[src/hdl/prin_pkg.sv]
// Constants and types shared by the reservation-in responder
package prin_pkg;

    // Command block layout, byte 0 at the top of the 80-bit vector
    localparam int          CDB_W          = 80;
    localparam int          CDB_B_OPC      = 0;
    localparam int          CDB_B_SA       = 1;
    localparam int          CDB_B_RSV_LO   = 2;
    localparam int          CDB_B_RSV_HI   = 6;
    localparam int          CDB_B_ALLOC_HI = 7;
    localparam int          CDB_B_ALLOC_LO = 8;
    localparam logic [7:0]  OPC_PRIN       = 8'h5E;
    localparam logic [2:0]  SA_RSV_BITS    = 3'h0;

    // Service actions of the reservation-in command
    localparam logic [4:0]  SA_READ_KEYS   = 5'h00;
    localparam logic [4:0]  SA_READ_RES    = 5'h01;
    localparam logic [4:0]  SA_REPORT_CAPS = 5'h02;
    localparam logic [4:0]  SA_FULL_STATUS = 5'h03;

    // Service actions of the reservation-out command
    localparam logic [4:0]  PRO_REGISTER   = 5'h00;
    localparam logic [4:0]  PRO_CLEAR      = 5'h03;
    localparam logic [4:0]  PRO_PREEMPT    = 5'h04;
    localparam logic [4:0]  PRO_PREEMPT_AB = 5'h05;
    localparam logic [4:0]  PRO_REG_IGNORE = 5'h06;

    // Sense data for a rejected command, and the empty sense key for good status
    localparam logic [3:0]  SENSE_ILLEGAL  = 4'h5;
    localparam logic [7:0]  ASC_INV_CDB    = 8'h24;
    localparam logic [7:0]  ASCQ_INV_CDB   = 8'h00;
    localparam logic [3:0]  SENSE_NONE     = 4'h0;

    // Registration store
    localparam int          KEY_SLOTS      = 8;
    localparam int          KEY_IDX_W      = 3;
    localparam int          KEY_CNT_W      = 4;
    localparam int          KEY_W          = 64;

    // Parameter data geometry in bytes or 8-byte words, with the generation reset value
    localparam logic [31:0] GEN_RESET      = 32'h0000_0000;
    localparam logic [31:0] RES_DESC_LEN   = 32'h0000_0010;
    localparam logic [3:0]  WORD_BYTES     = 4'h8;
    localparam logic [1:0]  FULL_SUB_LAST  = 2'h2;
    localparam logic [63:0] CAPS_WORD      = 64'h0008_0080_6A00_0000;

    typedef enum logic [2:0] {
        ST_IDLE  = 3'b000,
        ST_LOAD  = 3'b001,
        ST_BUILD = 3'b010,
        ST_SEND  = 3'b011,
        ST_FIN   = 3'b100,
        ST_STAT  = 3'b101
    } prin_state_t;

endpackage

[src/hdl/prin_key_mem.sv]
// Store of registered reservation keys with a registered read port
`timescale 1ns/10ps
module prin_key_mem
    import prin_pkg::*;
(
    // Clock
    input  wire logic                 ref_clk,
    // Write side
    input  wire logic                 wr_en,
    input  wire logic [KEY_IDX_W-1:0] wr_idx,
    input  wire logic [KEY_W-1:0]     wr_key,
    // Read side
    input  wire logic [KEY_IDX_W-1:0] rd_idx,
    output logic      [KEY_W-1:0]     rd_key_q
);

    logic [KEY_W-1:0] mem_q [KEY_SLOTS];

    always_ff @(posedge ref_clk) begin
        if (wr_en) begin
            mem_q[wr_idx] <= wr_key;
        end
    end

    always_ff @(posedge ref_clk) begin
        rd_key_q <= mem_q[rd_idx];
    end

endmodule

[src/hdl/prin_responder.sv]
// Reservation-in command decoder and parameter data generator
// Behaviour
// - Opcode 5Eh in byte 0 of a ten-byte block selects this command.
// - Byte 1 low bits hold service action; upper bits, bytes 2-6 zero.
// - Bytes 7-8 carry big-endian allocation length.
// - Data past the allocation length is dropped silently, no error.
// - Actions 00h keys, 01h reservations, 02h capabilities, 03h full status.
// - Reserved action ends in check condition, illegal request, invalid field.
// - Keys data: generation 0-3, length 4-7, eight-byte keys from byte 8.
// - Key list covers every registered initiator through any port.
// - 32-bit generation counts successful register, clear, preempt, ignore.
// - Generation unchanged by reserve, release, in-commands or failures.
// - Generation cleared at power-on and hard reset.
// - Additional length gives true list size regardless of truncation.
// - Reservations data: generation, descriptor byte count, descriptors.
// - One descriptor when a reservation is held, none otherwise.
// - Descriptor: key, zero address, reserved, scope/type, zero extent.
// - Scope in upper nibble of byte 13, type in lower nibble.
`timescale 1ns/10ps
module prin_responder
    import prin_pkg::*;
(
    // Clock and reset
    input  wire logic                 ref_clk,
    input  wire logic                 sys_rst,
    input  wire logic                 hard_rst,
    // Command block in
    input  wire logic                 cdb_valid,
    input  wire logic [CDB_W-1:0]     cdb,
    output logic                      cmd_busy_q,
    // Registration state from the reservation-out side
    input  wire logic                 reg_wr_en,
    input  wire logic [KEY_IDX_W-1:0] reg_wr_idx,
    input  wire logic [KEY_W-1:0]     reg_wr_key,
    input  wire logic [KEY_CNT_W-1:0] reg_count,
    input  wire logic                 resv_held,
    input  wire logic [KEY_W-1:0]     resv_key,
    input  wire logic [3:0]           resv_scope,
    input  wire logic [3:0]           resv_type,
    // Reservation-out completion events
    input  wire logic                 pro_done,
    input  wire logic [4:0]           pro_sa,
    input  wire logic                 pro_ok,
    // Parameter data out
    output logic [7:0]                dout_q,
    output logic                      dout_valid_q,
    input  wire logic                 dout_ready,
    // Completion status
    output logic                      sts_valid_q,
    output logic                      sts_check_q,
    output logic [3:0]                sts_sense_key_q,
    output logic [7:0]                sts_asc_q,
    output logic [7:0]                sts_ascq_q,
    // Generation value for observation
    output logic [31:0]               gen_q
);

    prin_state_t          state_q;
    logic [4:0]           sa_q;
    logic [15:0]          alloc_q;
    logic [15:0]          sent_q;
    logic [31:0]          addlen_q;
    logic [5:0]           widx_q;
    logic [5:0]           nwords_q;
    logic [KEY_IDX_W-1:0] kidx_q;
    logic [1:0]           sub_q;
    logic [3:0]           bcnt_q;
    logic [63:0]          word_q;
    logic [63:0]          word_d;
    logic [63:0]          khold_q;
    logic                 held_q;
    logic                 err_q;
    logic [KEY_W-1:0]     mem_rd;

    // Command block fields
    logic [7:0]           c_opc;
    logic [7:0]           c_sa;
    logic [39:0]          c_rsv;
    logic [15:0]          c_alloc;
    logic                 accept;
    logic                 bad_field;
    logic [KEY_CNT_W-1:0] n_keys;
    logic [31:0]          list_len;
    logic [5:0]           n_words;
    logic                 slot;
    logic                 emit;
    logic                 rholder;
    logic                 gen_bump;

    assign c_opc   = cdb[CDB_W-1-8*CDB_B_OPC -: 8];
    assign c_sa    = cdb[CDB_W-1-8*CDB_B_SA -: 8];
    assign c_rsv   = cdb[CDB_W-1-8*CDB_B_RSV_LO -: 40];
    assign c_alloc = {cdb[CDB_W-1-8*CDB_B_ALLOC_HI -: 8],
                      cdb[CDB_W-1-8*CDB_B_ALLOC_LO -: 8]};
    assign accept  = cdb_valid && state_q == ST_IDLE
                     && c_opc == OPC_PRIN;
    assign n_keys  = reg_count;

    // Reserved action codes or nonzero reserved fields are rejected
    assign bad_field = (c_sa[7:5] != SA_RSV_BITS) || (c_rsv != 40'h0)
                       || (c_sa[4:0] > SA_FULL_STATUS);

    // Length of the list after the header and the words to walk
    always_comb begin
        list_len = 32'h0;
        n_words  = 6'h1;
        case (c_sa[4:0])
            SA_READ_KEYS: begin
                list_len = {25'h0, n_keys, 3'h0};
                n_words  = 6'(n_keys) + 6'h1;
            end
            SA_READ_RES: begin
                list_len = resv_held ? RES_DESC_LEN : 32'h0;
                n_words  = resv_held ? 6'h3 : 6'h1;
            end
            SA_REPORT_CAPS: begin
                list_len = 32'h0;
                n_words  = 6'h1;
            end
            SA_FULL_STATUS: begin
                list_len = {24'h0, n_keys, 4'h0}
                           + {25'h0, n_keys, 3'h0};
                n_words  = 6'h1 + 6'(n_keys) + 6'(n_keys) + 6'(n_keys);
            end
            default: begin
                list_len = 32'h0;
                n_words  = 6'h1;
            end
        endcase
    end

    // Holder flag for the registrant being described
    assign rholder = held_q && (khold_q == resv_key);

    // Content of the next eight bytes
    always_comb begin
        word_d = 64'h0;
        case (sa_q)
            SA_READ_KEYS: begin
                word_d = (widx_q == 6'h0) ? {gen_q, addlen_q} : mem_rd;
            end
            SA_READ_RES: begin
                if (widx_q == 6'h0) begin
                    word_d = {gen_q, addlen_q};
                end else if (widx_q == 6'h1) begin
                    word_d = resv_key;
                end else begin
                    word_d = {32'h0, 8'h0, resv_scope, resv_type,
                              16'h0};
                end
            end
            SA_REPORT_CAPS: begin
                word_d = CAPS_WORD;
            end
            SA_FULL_STATUS: begin
                if (widx_q == 6'h0) begin
                    word_d = {gen_q, addlen_q};
                end else if (sub_q == 2'h0) begin
                    word_d = mem_rd;
                end else if (sub_q == 2'h1) begin
                    word_d = {32'h0, 7'h0, rholder, resv_scope, resv_type,
                              16'h0};
                end else begin
                    word_d = 64'h0;
                end
            end
            default: begin
                word_d = 64'h0;
            end
        endcase
    end

    // Every registrant is held in one store, whatever port it came by
    prin_key_mem u_key_mem (
        .ref_clk  (ref_clk),
        .wr_en    (reg_wr_en),
        .wr_idx   (reg_wr_idx),
        .wr_key   (reg_wr_key),
        .rd_idx   (kidx_q),
        .rd_key_q (mem_rd)
    );

    // Generation counter
    assign gen_bump = pro_done && pro_ok
                      && (pro_sa == PRO_REGISTER || pro_sa == PRO_CLEAR
                          || pro_sa == PRO_PREEMPT
                          || pro_sa == PRO_PREEMPT_AB
                          || pro_sa == PRO_REG_IGNORE);

    always_ff @(posedge ref_clk or posedge sys_rst) begin
        if (sys_rst) begin
            gen_q <= GEN_RESET;
        end else if (hard_rst) begin
            gen_q <= GEN_RESET;
        end else if (gen_bump) begin
            gen_q <= gen_q + 32'h1;
        end
    end

    // Output byte handshake
    assign slot = !dout_valid_q || dout_ready;
    assign emit = state_q == ST_SEND && slot && bcnt_q != WORD_BYTES
                  && sent_q != alloc_q;

    always_ff @(posedge ref_clk or posedge sys_rst) begin
        if (sys_rst) begin
            dout_valid_q <= 1'b0;
            dout_q       <= 8'h00;
        end else if (emit) begin
            dout_valid_q <= 1'b1;
            dout_q       <= word_q[63:56];
        end else if (dout_ready) begin
            dout_valid_q <= 1'b0;
        end
    end

    // Command sequencer
    always_ff @(posedge ref_clk or posedge sys_rst) begin
        if (sys_rst) begin
            state_q  <= ST_IDLE;
            sa_q     <= SA_READ_KEYS;
            alloc_q  <= 16'h0000;
            sent_q   <= 16'h0000;
            addlen_q <= 32'h0000_0000;
            widx_q   <= 6'h00;
            nwords_q <= 6'h01;
            kidx_q   <= '0;
            sub_q    <= 2'h0;
            bcnt_q   <= 4'h0;
            word_q   <= 64'h0;
            khold_q  <= 64'h0;
            held_q   <= 1'b0;
            err_q    <= 1'b0;
        end else begin
            case (state_q)
                ST_IDLE: begin
                    if (accept) begin
                        sa_q     <= c_sa[4:0];
                        alloc_q  <= c_alloc;
                        addlen_q <= list_len;
                        nwords_q <= n_words;
                        held_q   <= resv_held;
                        err_q    <= bad_field;
                        sent_q   <= 16'h0000;
                        widx_q   <= 6'h00;
                        kidx_q   <= '0;
                        sub_q    <= 2'h0;
                        state_q  <= bad_field ? ST_STAT : ST_LOAD;
                    end
                end
                ST_LOAD: begin
                    state_q <= ST_BUILD;
                end
                ST_BUILD: begin
                    word_q  <= word_d;
                    bcnt_q  <= 4'h0;
                    if (sub_q == 2'h0) begin
                        khold_q <= mem_rd;
                    end
                    state_q <= ST_SEND;
                end
                ST_SEND: begin
                    if (slot) begin
                        if (sent_q == alloc_q) begin
                            state_q <= ST_FIN;
                        end else if (bcnt_q == WORD_BYTES) begin
                            if (widx_q + 6'h1 == nwords_q) begin
                                state_q <= ST_FIN;
                            end else begin
                                widx_q  <= widx_q + 6'h1;
                                state_q <= ST_LOAD;
                                if (widx_q != 6'h0) begin
                                    if (sa_q != SA_FULL_STATUS
                                        || sub_q == FULL_SUB_LAST) begin
                                        sub_q  <= 2'h0;
                                        kidx_q <= kidx_q + 1'b1;
                                    end else begin
                                        sub_q <= sub_q + 2'h1;
                                    end
                                end
                            end
                        end else begin
                            word_q <= {word_q[55:0], 8'h00};
                            bcnt_q <= bcnt_q + 4'h1;
                            sent_q <= sent_q + 16'h0001;
                        end
                    end
                end
                ST_FIN: begin
                    if (!dout_valid_q) begin
                        state_q <= ST_STAT;
                    end
                end
                ST_STAT: begin
                    state_q <= ST_IDLE;
                end
                default: begin
                    state_q <= ST_IDLE;
                end
            endcase
        end
    end

    // Busy flag
    always_ff @(posedge ref_clk or posedge sys_rst) begin
        if (sys_rst) begin
            cmd_busy_q <= 1'b0;
        end else if (accept) begin
            cmd_busy_q <= 1'b1;
        end else if (state_q == ST_STAT) begin
            cmd_busy_q <= 1'b0;
        end
    end

    // Completion status; truncation never raises a check
    always_ff @(posedge ref_clk or posedge sys_rst) begin
        if (sys_rst) begin
            sts_valid_q     <= 1'b0;
            sts_check_q     <= 1'b0;
            sts_sense_key_q <= SENSE_NONE;
            sts_asc_q       <= 8'h00;
            sts_ascq_q      <= 8'h00;
        end else if (state_q == ST_STAT) begin
            sts_valid_q     <= 1'b1;
            sts_check_q     <= err_q;
            sts_sense_key_q <= err_q ? SENSE_ILLEGAL : SENSE_NONE;
            sts_asc_q       <= err_q ? ASC_INV_CDB : 8'h00;
            sts_ascq_q      <= err_q ? ASCQ_INV_CDB : 8'h00;
        end else begin
            sts_valid_q     <= 1'b0;
        end
    end

endmodule

[config.mk]
export PLATFORM = sky130hd
export DESIGN_NAME = prin_responder
export DESIGN_NICKNAME = d
export VERILOG_FILES = /design/src/hdl/prin_pkg.sv /design/src/hdl/prin_key_mem.sv /design/src/hdl/prin_responder.sv
export SDC_FILE = /design/constraint.sdc
export NUM_CORES = 1
export LEC_CHECK = 0
export ABC_AREA = 1
export CORE_MARGIN = 2
export CORE_UTILIZATION = 56
export CTS_BUF_LIST = sky130_fd_sc_hd__clkbuf_8
export CTS_CLUSTER_DIAMETER = 30
export DETAILED_ROUTE_END_ITERATION = 8
export DONT_BUFFER_PORTS = 1
export GPL_TIMING_DRIVEN = 0
export PLACE_DENSITY = 0.71
export SLEW_MARGIN = 0
export SYNTH_ARGS = -nofsm -noshare
export SYNTH_HDL_FRONTEND = slang
export SYNTH_SLANG_ARGS = --single-unit
[constraint.sdc]
create_clock -name ref_clk -period 14.98 [get_ports ref_clk]
set_input_delay 0 -clock ref_clk [delete_from_list [all_inputs] [get_ports ref_clk]]
set_output_delay 0 -clock ref_clk [all_outputs]
set_load 0.01 [all_outputs]
==> results of run 1 <==
-- layer usage --
metal / vias up / track usage (%) / wire, µm
li1: 12900 / - / -
met1: 13300 / 41.3 / 40200
met2: 1603 / 50.9 / 49400
met3: 271 / 8.00 / 10900
met4: 20 / 13.5 / 3880
met5: - / 0 / 131
-- path summary, 6_finish.rpt --
check | from | to | slack, ns | depth (start not counted)
max | cdb[73] | alloc_q[3] | 10.94 | 13
min | reg_wr_key[7] | u_key_mem.mem_q[4][7] | 0.04 | 1
max reg2reg | state_q[0] | alloc_q[3] | 11.08 | 11
min reg2reg | word_q[59] | dout_q[3] | 0.48 | 2
max in group asynchronous | sys_rst | alloc_q[1] | 13.63 | 5
min in group asynchronous | sys_rst | gen_q[14] | 0.33 | 4
-- power by group through the flow --
stage	registers (W)	logic [W]	clock network, W
CTS	0.00295	0.00194	0.00234
detailed placement	0.00300	0.00186	0
global route	0.00299	0.00218	0.00244
floorplan	0.00290	0.00128	0
finish	0.00297	0.00199	0.00232
global placement	0.00299	0.00181	0
-- layout make-up --
class                      instances  share of cell area (%)
clock buffer                     179                    5.73
tap                              846                    2.46
buffer                           194                    2.03
multi-input combinational       2264                    25.7
timing repair buffer             279                    7.00
inverter                         246                    2.17
sequential                       817                    52.7
antenna                           11                  0.0640
clock inverter                   115                    2.16
-- through the flow --
stage                     cell area [µm²]  utilization, %  total power [W]  setup slack, ns
after CTS                           43000            68.4          0.00723            11.15
after floorplan                     35500               -          0.00418             8.37
final                               43000            68.5          0.00727            10.94
after global placement              36500            58.1          0.00481             5.43
after global routing                43000            68.4          0.00761            10.84
after detailed placement            37000            58.8          0.00485            11.47
-- synthesized netlist by cell type (2+ instances only) --
cell type,number,area share (%)
dfxtp_1,64,3.6
o21ai_1,32,0.45
nor3_1,32,0.45
inv_1,239,2.5
nand2_2,5,0.088
nor2_1,633,6.7
ha_1,19,0.67
clkinv_1,3,0.032
dfrtp_1,240,17
a22oi_1,23,0.49
nand2_1,547,5.8
o221ai_1,2,0.049
inv_2,3,0.032
o31ai_2,7,0.25
o211ai_1,5,0.11
nand4_1,33,0.58
or2_2,5,0.088
o31ai_1,7,0.15
xor2_1,72,1.8
a31oi_1,75,1.3
edfxtp_1,512,43
o22ai_1,93,1.6
clkbuf_1,125,1.3
buf_2,29,0.41
xnor2_1,20,0.49
nor2_2,3,0.053
nor4_1,16,0.28
nand3b_1,3,0.064
mux2_2,18,0.57
fa_1,2,0.11
buf_1,11,0.12
nand3_1,61,0.86
a21oi_1,117,1.7
a21o_1,2,0.042
nor2_4,3,0.095
a221oi_1,3,0.074
o21ai_0,401,5.7
buf_4,27,0.57
nand3_2,2,0.057
-- sequential cells by signal (all words and copies together) (netlist names), 8 cells and up --
register and flops:
gen_q 32, sent_q 16, alloc_q 16, word_q 64, u_key_mem.mem_q 512, u_key_mem.rd_key_q 64, khold_q 64, dout_q 8
-- cell families after synthesis --
group	share of synthesized area, %
AO/OA/AOI/OAI	12.0
XOR/XNOR	2.28
adder cells (fa/ha/maj)	0.784
buffers and inverters	5.08
flip-flops	64.1
multiplexers	0.572
other	0.0106
AND/OR/NAND/NOR	15.2
-- critical path, stage by stage --
cell	delay, ns
dlygate4sd3_1	0.59
nand4_1	0.10
dlygate4sd3_1	0.59
nor2_1	0.10
dlygate4sd3_1	0.58
nand2_2	0.10
dlygate4sd3_1	0.74
inv_1	0.26
clkbuf_1	0.39
nand2_1	0.09
dlygate4sd3_1	0.59
nand2_1	0.07
dlygate4sd3_1	0.54
==> load_flow_metrics.sql, run 1 <==
INSERT INTO impl_metrics (metric_group, metric, value, unit) VALUES
('power', 'p_sw', '0.00258', 'W'),
('power', 'swShare', '35.5', '%'),
('global_route', 'grt_pass1_wl', '158000', 'µm'),
('clock_tree', 'worst_setup_hold_path_clk_slew', '0.06', 'ns'),
('place', 'port_buffers', '0', ''),
('floorplan', 'initial_core_util', '56.3', '%'),
('yosys', 'cell_count_after_synthesis', '3506', ''),
('floorplan', 'fp.dieArea', '65300', 'µm²'),
('timing', 'fin_hold_ws', '0.0379', 'ns'),
('clock_tree', 'clock_tree.root_cell', 'clkbuf_8', ''),
('timing', 'period_minus_slack', '4.04', 'ns'),
('worst_setup_path', 'worst_ep_arrival_time', '4.75', 'ns'),
('layout', 'flow.area_growth_from_synthesis', '21.5', '%'),
('power', 'pwr-share-clk', '31.9', '%'),
('power', 'leakagePower', '17.0', 'nW'),
('floorplan', 'std_cell_rows', '92', ''),
('power', 'cellInternalPower', '0.00469', 'W'),
('layout', 'most-common-layout-cells', 'nor2_1 (625), nand2_1 (547), edfxtp_1 (512)', ''),
('route', 'drt_first_iter_violations', '3318', ''),
('global_route', 'antenna_found_initial', '18', ''),
('timing', 'max_clock_freq', '248', 'MHz'),
('clock_tree', 'cts_repair_resize_count', '0', ''),
('worst_setup_path', 'cp-start-kind', 'input port', ''),
('worst_setup_path', 'crit_type', 'input port to register', ''),
('global_route', 'pin_count_of_the_biggest_net_entering_global_routing', '128', ''),
('route', 'vias_per_cell', '5.69', ''),
('route', 'routedWlPerCell', '21.1', 'µm'),
('yosys', 'synthFlopType', 'edfxtp_1', ''),
('clock_tree', 'tritoncts_num_sinks', '817', ''),
('global_route', 'grt_overflow', '0', ''),
('place', 'gp_congestion', '0.961', ''),
('run_status', 'run_status', 'finished, final reports clean', ''),
('timing', 'finalClockSkew', '0.0472', 'ns'),
('route', 'postRouteWirelength', '105000', 'µm'),
('clock_tree', 'clkLatencyLatePin', '0.82', 'ns'),
('timing', 'max_slew.worst_pin.slew', '0.947', 'ns'),
('route', 'routed_via_count', '28200', ''),
('yosys', 'synthesized_flop_and_latch_total', '817', ''),
('power', 'seq_power_share', '40.8', '%'),
('floorplan', 'core_region_area', '62900', 'µm²'),
('floorplan', 'die_h', '255', 'µm'),
('yosys', 'synth.lib_cells_used.distinct', '51', ''),
('worst_hold_path', 'min_path_type', 'input port to register', ''),
('route', 'dr.pass1.iters', '9', ''),
('power', 'comb_power_share', '27.3', '%'),
('yosys', 'ys_warn_count', '0', ''),
('layout', 'mostFrequentLayoutCell', 'nor2_1', ''),
('yosys', 'synth_edf_count', '512', ''),
('clock_tree', 'num_cts_buffers', '158', ''),
('clock_tree', 'clockBufferDepth', '3', ''),
('timing', 'setup_viol', '0', ''),
('layout', 'layout.cells.non_filler', '4951', ''),
('place', 'place.detailed.instances', '4385', ''),
('layout', 'finish.net_count', '4218', ''),
('power', 'power.ir.vdd_worst', '0.0956', 'mV'),
('worst_setup_path', 'critical_path_required', '15.69', 'ns'),
('yosys', 'synth.cell_area', '35400', 'µm²'),
('power', 'power.density', '169', 'nW/µm²'),
('run', 'cap_viol_max_count', '0', ''),
('timing', 'timing.slew.headroom', '36.3', '%'),
('global_route', 'via_count_of_the_first_global_routing_pass', '27100', ''),
('yosys', 'syn_area_per_cell', '10.1', 'µm²'),
('timing', 'hold_viol', '0', ''),
('clock_tree', 'tritoncts_clock_tree', 'done', ''),
('worst_setup_path', 'worstPathMaxFanout', '10', ''),
('layout', 'ff_latch_area', '22700', 'µm²'),
('worst_setup_path', 'worst_setup_ep_type', 'register', ''),
('floorplan', 'fp.dieW', '255', 'µm'),
('timing', 'fin_max_slew_vios', '0', ''),
('floorplan', 'ios', '301', ''),
('yosys', 'postSynth.asyncResetShare', '29.5', '%'),
('timing', 'totalNegativeSetupSlack', '0', 'ns'),
('layout', 'multi_input_comb_area', '11000', 'µm²'),
('timing', 'post-route-period-util', '26.9', '%'),
('global_route', 'track_usage', '31.7', '%'),
('clock_tree', 'h_tree_lvl_count', '4', ''),
('route', 'drc', '0', ''),
('place', 'dpl_wire_length', '70800', 'µm'),
('clock_tree', 'count_of_hold_fix_buffers_inserted_at_cts', '261', ''),
('timing', 'rsz0062_at_grt', 'no', ''),
('layout', 'fill_cells', '4780', ''),
('yosys', 'synth-seq-area-share', '64.1', '%'),
('route', 'drtAntennaViolNets', '0', ''),
('layout', 'fraction_of_final_layout_cells_sized_beyond_drive_strength_1', '9.33', '%'),
('clock_tree', 'postCtsSetupBuffers', '0', '');
Power figures use the tool's default switching activity.
==> run 2, diff against run 1 <==
==> constraint.sdc (replaced) <==
create_clock -name ref_clk -period 4.2 [get_ports ref_clk]
set_input_delay 0 -clock ref_clk [delete_from_list [all_inputs] [get_ports ref_clk]]
set_output_delay 0 -clock ref_clk [all_outputs]
set_load 0.01 [all_outputs]
==> load_flow_metrics.sql, run 2 (same netlist as run 1, synthesis figures left out) <==
INSERT INTO impl_metrics (metric_group, metric, value, unit) VALUES
('timing', 'timing.final.ws_setup', '0.290', 'ns'),
('layout', 'largest_register', 'u_key_mem.mem_q', ''),
('worst_setup_path', 'worstPathMaxFanout', '6', ''),
('route', 'drc', '0', ''),
('layout', 'post-route-cell-area', '43200', 'µm²'),
('clock_tree', 'num_cts_buffers', '156', ''),
('global_route', 'antenna_found_initial', '16', ''),
('timing', 'totalNegativeSetupSlack', '0', 'ns'),
('power', 'leakagePower', '17.0', 'nW'),
('worst_setup_path', 'worst_setup_ep_type', 'register', ''),
('floorplan', 'initial_core_util', '56.3', '%'),
('floorplan', 'core_region_area', '62900', 'µm²'),
('layout', 'fill_cells', '4705', ''),
('worst_setup_path', 'timing.critical_path.from', 'cdb[73]', ''),
('layout', 'largest_register_ffs', '512', ''),
('place', 'gp_congestion', '0.948', ''),
('route', 'drt_first_iter_violations', '3470', ''),
('clock_tree', 'cts_repair_resize_count', '0', ''),
('timing', 'fin_hold_ws', '0.0371', 'ns'),
('layout', 'finish.net_count', '4224', ''),
('power', 'power.ir.vdd_worst', '0.324', 'mV'),
('timing', 'timing.slew.headroom', '38.1', '%'),
('place', 'dpl_wire_length', '71700', 'µm'),
('timing', 'post-route-period-util', '93.1', '%'),
('timing', 'rsz0062_at_grt', 'no', ''),
('clock_tree', 'h_tree_lvl_count', '4', ''),
('clock_tree', 'clock_tree.root_cell', 'clkbuf_8', ''),
('worst_setup_path', 'worstReg2RegStart', 'widx_q[1]', ''),
('layout', 'mostFrequentLayoutCell', 'nor2_1', ''),
('route', 'routedWlPerCell', '21.3', 'µm'),
('timing', 'max_clock_freq', '256', 'MHz'),
('run', 'cap_viol_max_count', '0', ''),
('layout', 'most-common-layout-cells', 'nor2_1 (625), nand2_1 (547), edfxtp_1 (512)', ''),
('route', 'drtAntennaViolNets', '0', ''),
('timing', 'setup_viol', '0', ''),
('run_status', 'run_status', 'finished, final reports clean', ''),
('worst_setup_path', 'worst_ep_arrival_time', '4.65', 'ns'),
('route', 'postRouteWirelength', '105000', 'µm'),
('clock_tree', 'clockBufferDepth', '3', ''),
('floorplan', 'fp.dieW', '255', 'µm'),
('global_route', 'grt_overflow', '0', ''),
('global_route', 'grt_pass1_wl', '160000', 'µm'),
('worst_setup_path', 'critical_path_required', '4.94', 'ns'),
('worst_setup_path', 'crit_chain', 'dlygate4sd3_1 > nand4_1 > dlygate4sd3_1 > nor2_1 > dlygate4sd3_1 > nand2_2 > dlygate4sd3_1 > inv_1 > nand2_1 > a21oi_1 > o21ai_0 > dlygate4sd3_1 > o21ai_0 > dlygate4sd3_1', ''),
('global_route', 'pin_count_of_the_biggest_net_entering_global_routing', '41', ''),
('clock_tree', 'tritoncts_clock_tree', 'done', ''),
('floorplan', 'std_cell_rows', '92', ''),
('worst_setup_path', 'critical_path.max_stage_delay', '0.72', 'ns'),
('layout', 'flow.area_growth_from_synthesis', '22.1', '%'),
('timing', 'period_minus_slack', '3.91', 'ns'),
('timing', 'hold_viol', '0', ''),
('clock_tree', 'worst_setup_hold_path_clk_slew', '0.06', 'ns'),
('timing', 'fin_max_slew_vios', '0', ''),
('worst_hold_path', 'worstHoldStart', 'reg_wr_key[63]', ''),
('global_route', 'via_count_of_the_first_global_routing_pass', '27500', ''),
('floorplan', 'ios', '301', ''),
('place', 'placed_cell_area', '37000', 'µm²'),
('worst_hold_path', 'min_path_type', 'input port to register', ''),
('worst_setup_path', 'cp-start-kind', 'input port', ''),
('layout', 'fraction_of_final_layout_cells_sized_beyond_drive_strength_1', '9.50', '%'),
('timing', 'finalClockSkew', '0.0399', 'ns'),
('clock_tree', 'clkLatencyLatePin', '0.82', 'ns'),
('worst_setup_path', 'crit_type', 'input port to register', ''),
('worst_setup_path', 'slowest_cell_on_the_critical_path', 'dlygate4sd3_1', ''),
('place', 'port_buffers', '0', ''),
('clock_tree', 'tritoncts_num_sinks', '817', ''),
('timing', 'max_slew.worst_pin.slew', '0.921', 'ns'),
('clock_tree', 'postCtsSetupBuffers', '0', ''),
('global_route', 'track_usage', '32.2', '%'),
('route', 'routed_via_count', '28200', ''),
('place', 'pre_cts_ws', '0.724', 'ns'),
('route', 'vias_per_cell', '5.70', ''),
('floorplan', 'fp.dieArea', '65300', 'µm²'),
('worst_setup_path', 'path_common_cell', 'dlygate4sd3_1', ''),
('power', 'power.density', '607', 'nW/µm²'),
('route', 'dr.pass1.iters', '8', ''),
('floorplan', 'die_h', '255', 'µm');
-- run 2: cell types whose count changed in the layout (fill, tap and decap cells not counted), sizes merged, moves of 2 or more --
cell and delta:
buf +4, bufinv +4, inv -15, dlygate4sd3 +4, clkbuf +3, clkinv +2
-- run 2: final cells by class --
cell class	instances	area, µm²	area share (%)
multi-input cells	2264	11000	25.5
repair buffers	287	3120	7.21
plain buffers	194	875	2.02
clock buffers	182	2500	5.79
inverters	246	930	2.15
flip-flops and latches	817	22700	52.5
clock inverters	105	995	2.30
well taps	846	1060	2.45
diodes	10	25.0	0.0579
-- run 2: what timing repair did --
item,CTS,global route
endpoints found under the setup margin,0,0
hold endpoints to repair,1254,0
hold buffers,265,0
-- run 2: worst paths after layout --
path	to	slack (ns)	cells after the start
setup reg to reg	word_q[22]	0.40	11
min in group asynchronous	word_q[51]	0.43	4
hold / removal	u_key_mem.mem_q[0][63]	0.04	1
setup / recovery	addlen_q[7]	0.29	14
hold reg to reg	dout_q[2]	0.48	2
max in group asynchronous	word_q[20]	3.23	5
-- run 2: where the power goes --
part / switching, W / internal [W] / leakage, nW / total, W
combinational: 0.00487 / 0.00223 / 6.81 / 0.00710
clock: 0.00351 / 0.00505 / 1.86 / 0.00857
sequential: 0.000842 / 0.00973 / 8.30 / 0.0106
-- run 2: per-layer routing --
layer	routed length, µm	GRT usage, %	share of wire [%]
met5	142	0	0.13
met4	3870	13.3	3.7
met3	10400	7.21	9.8
met2	49900	52.2	47
met1	41100	42.2	39
-- run 2: critical path: cells and delay by family --
family	cells	cell delay, ns
buffers and inverters	7	3.87
AND/OR/NAND/NOR	4	0.45
AO/OA/AOI/OAI	3	0.31
-- run 2: metrics by stage --
step,utilization [%],std cells,total power (W)
floorplan,-,3521,0.0149
global placement,58.1,4367,0.0172
detailed placement,58.9,4389,0.0173
CTS,68.8,4941,0.0261
global route,68.8,4944,0.0275
finish,68.8,4951,0.0262
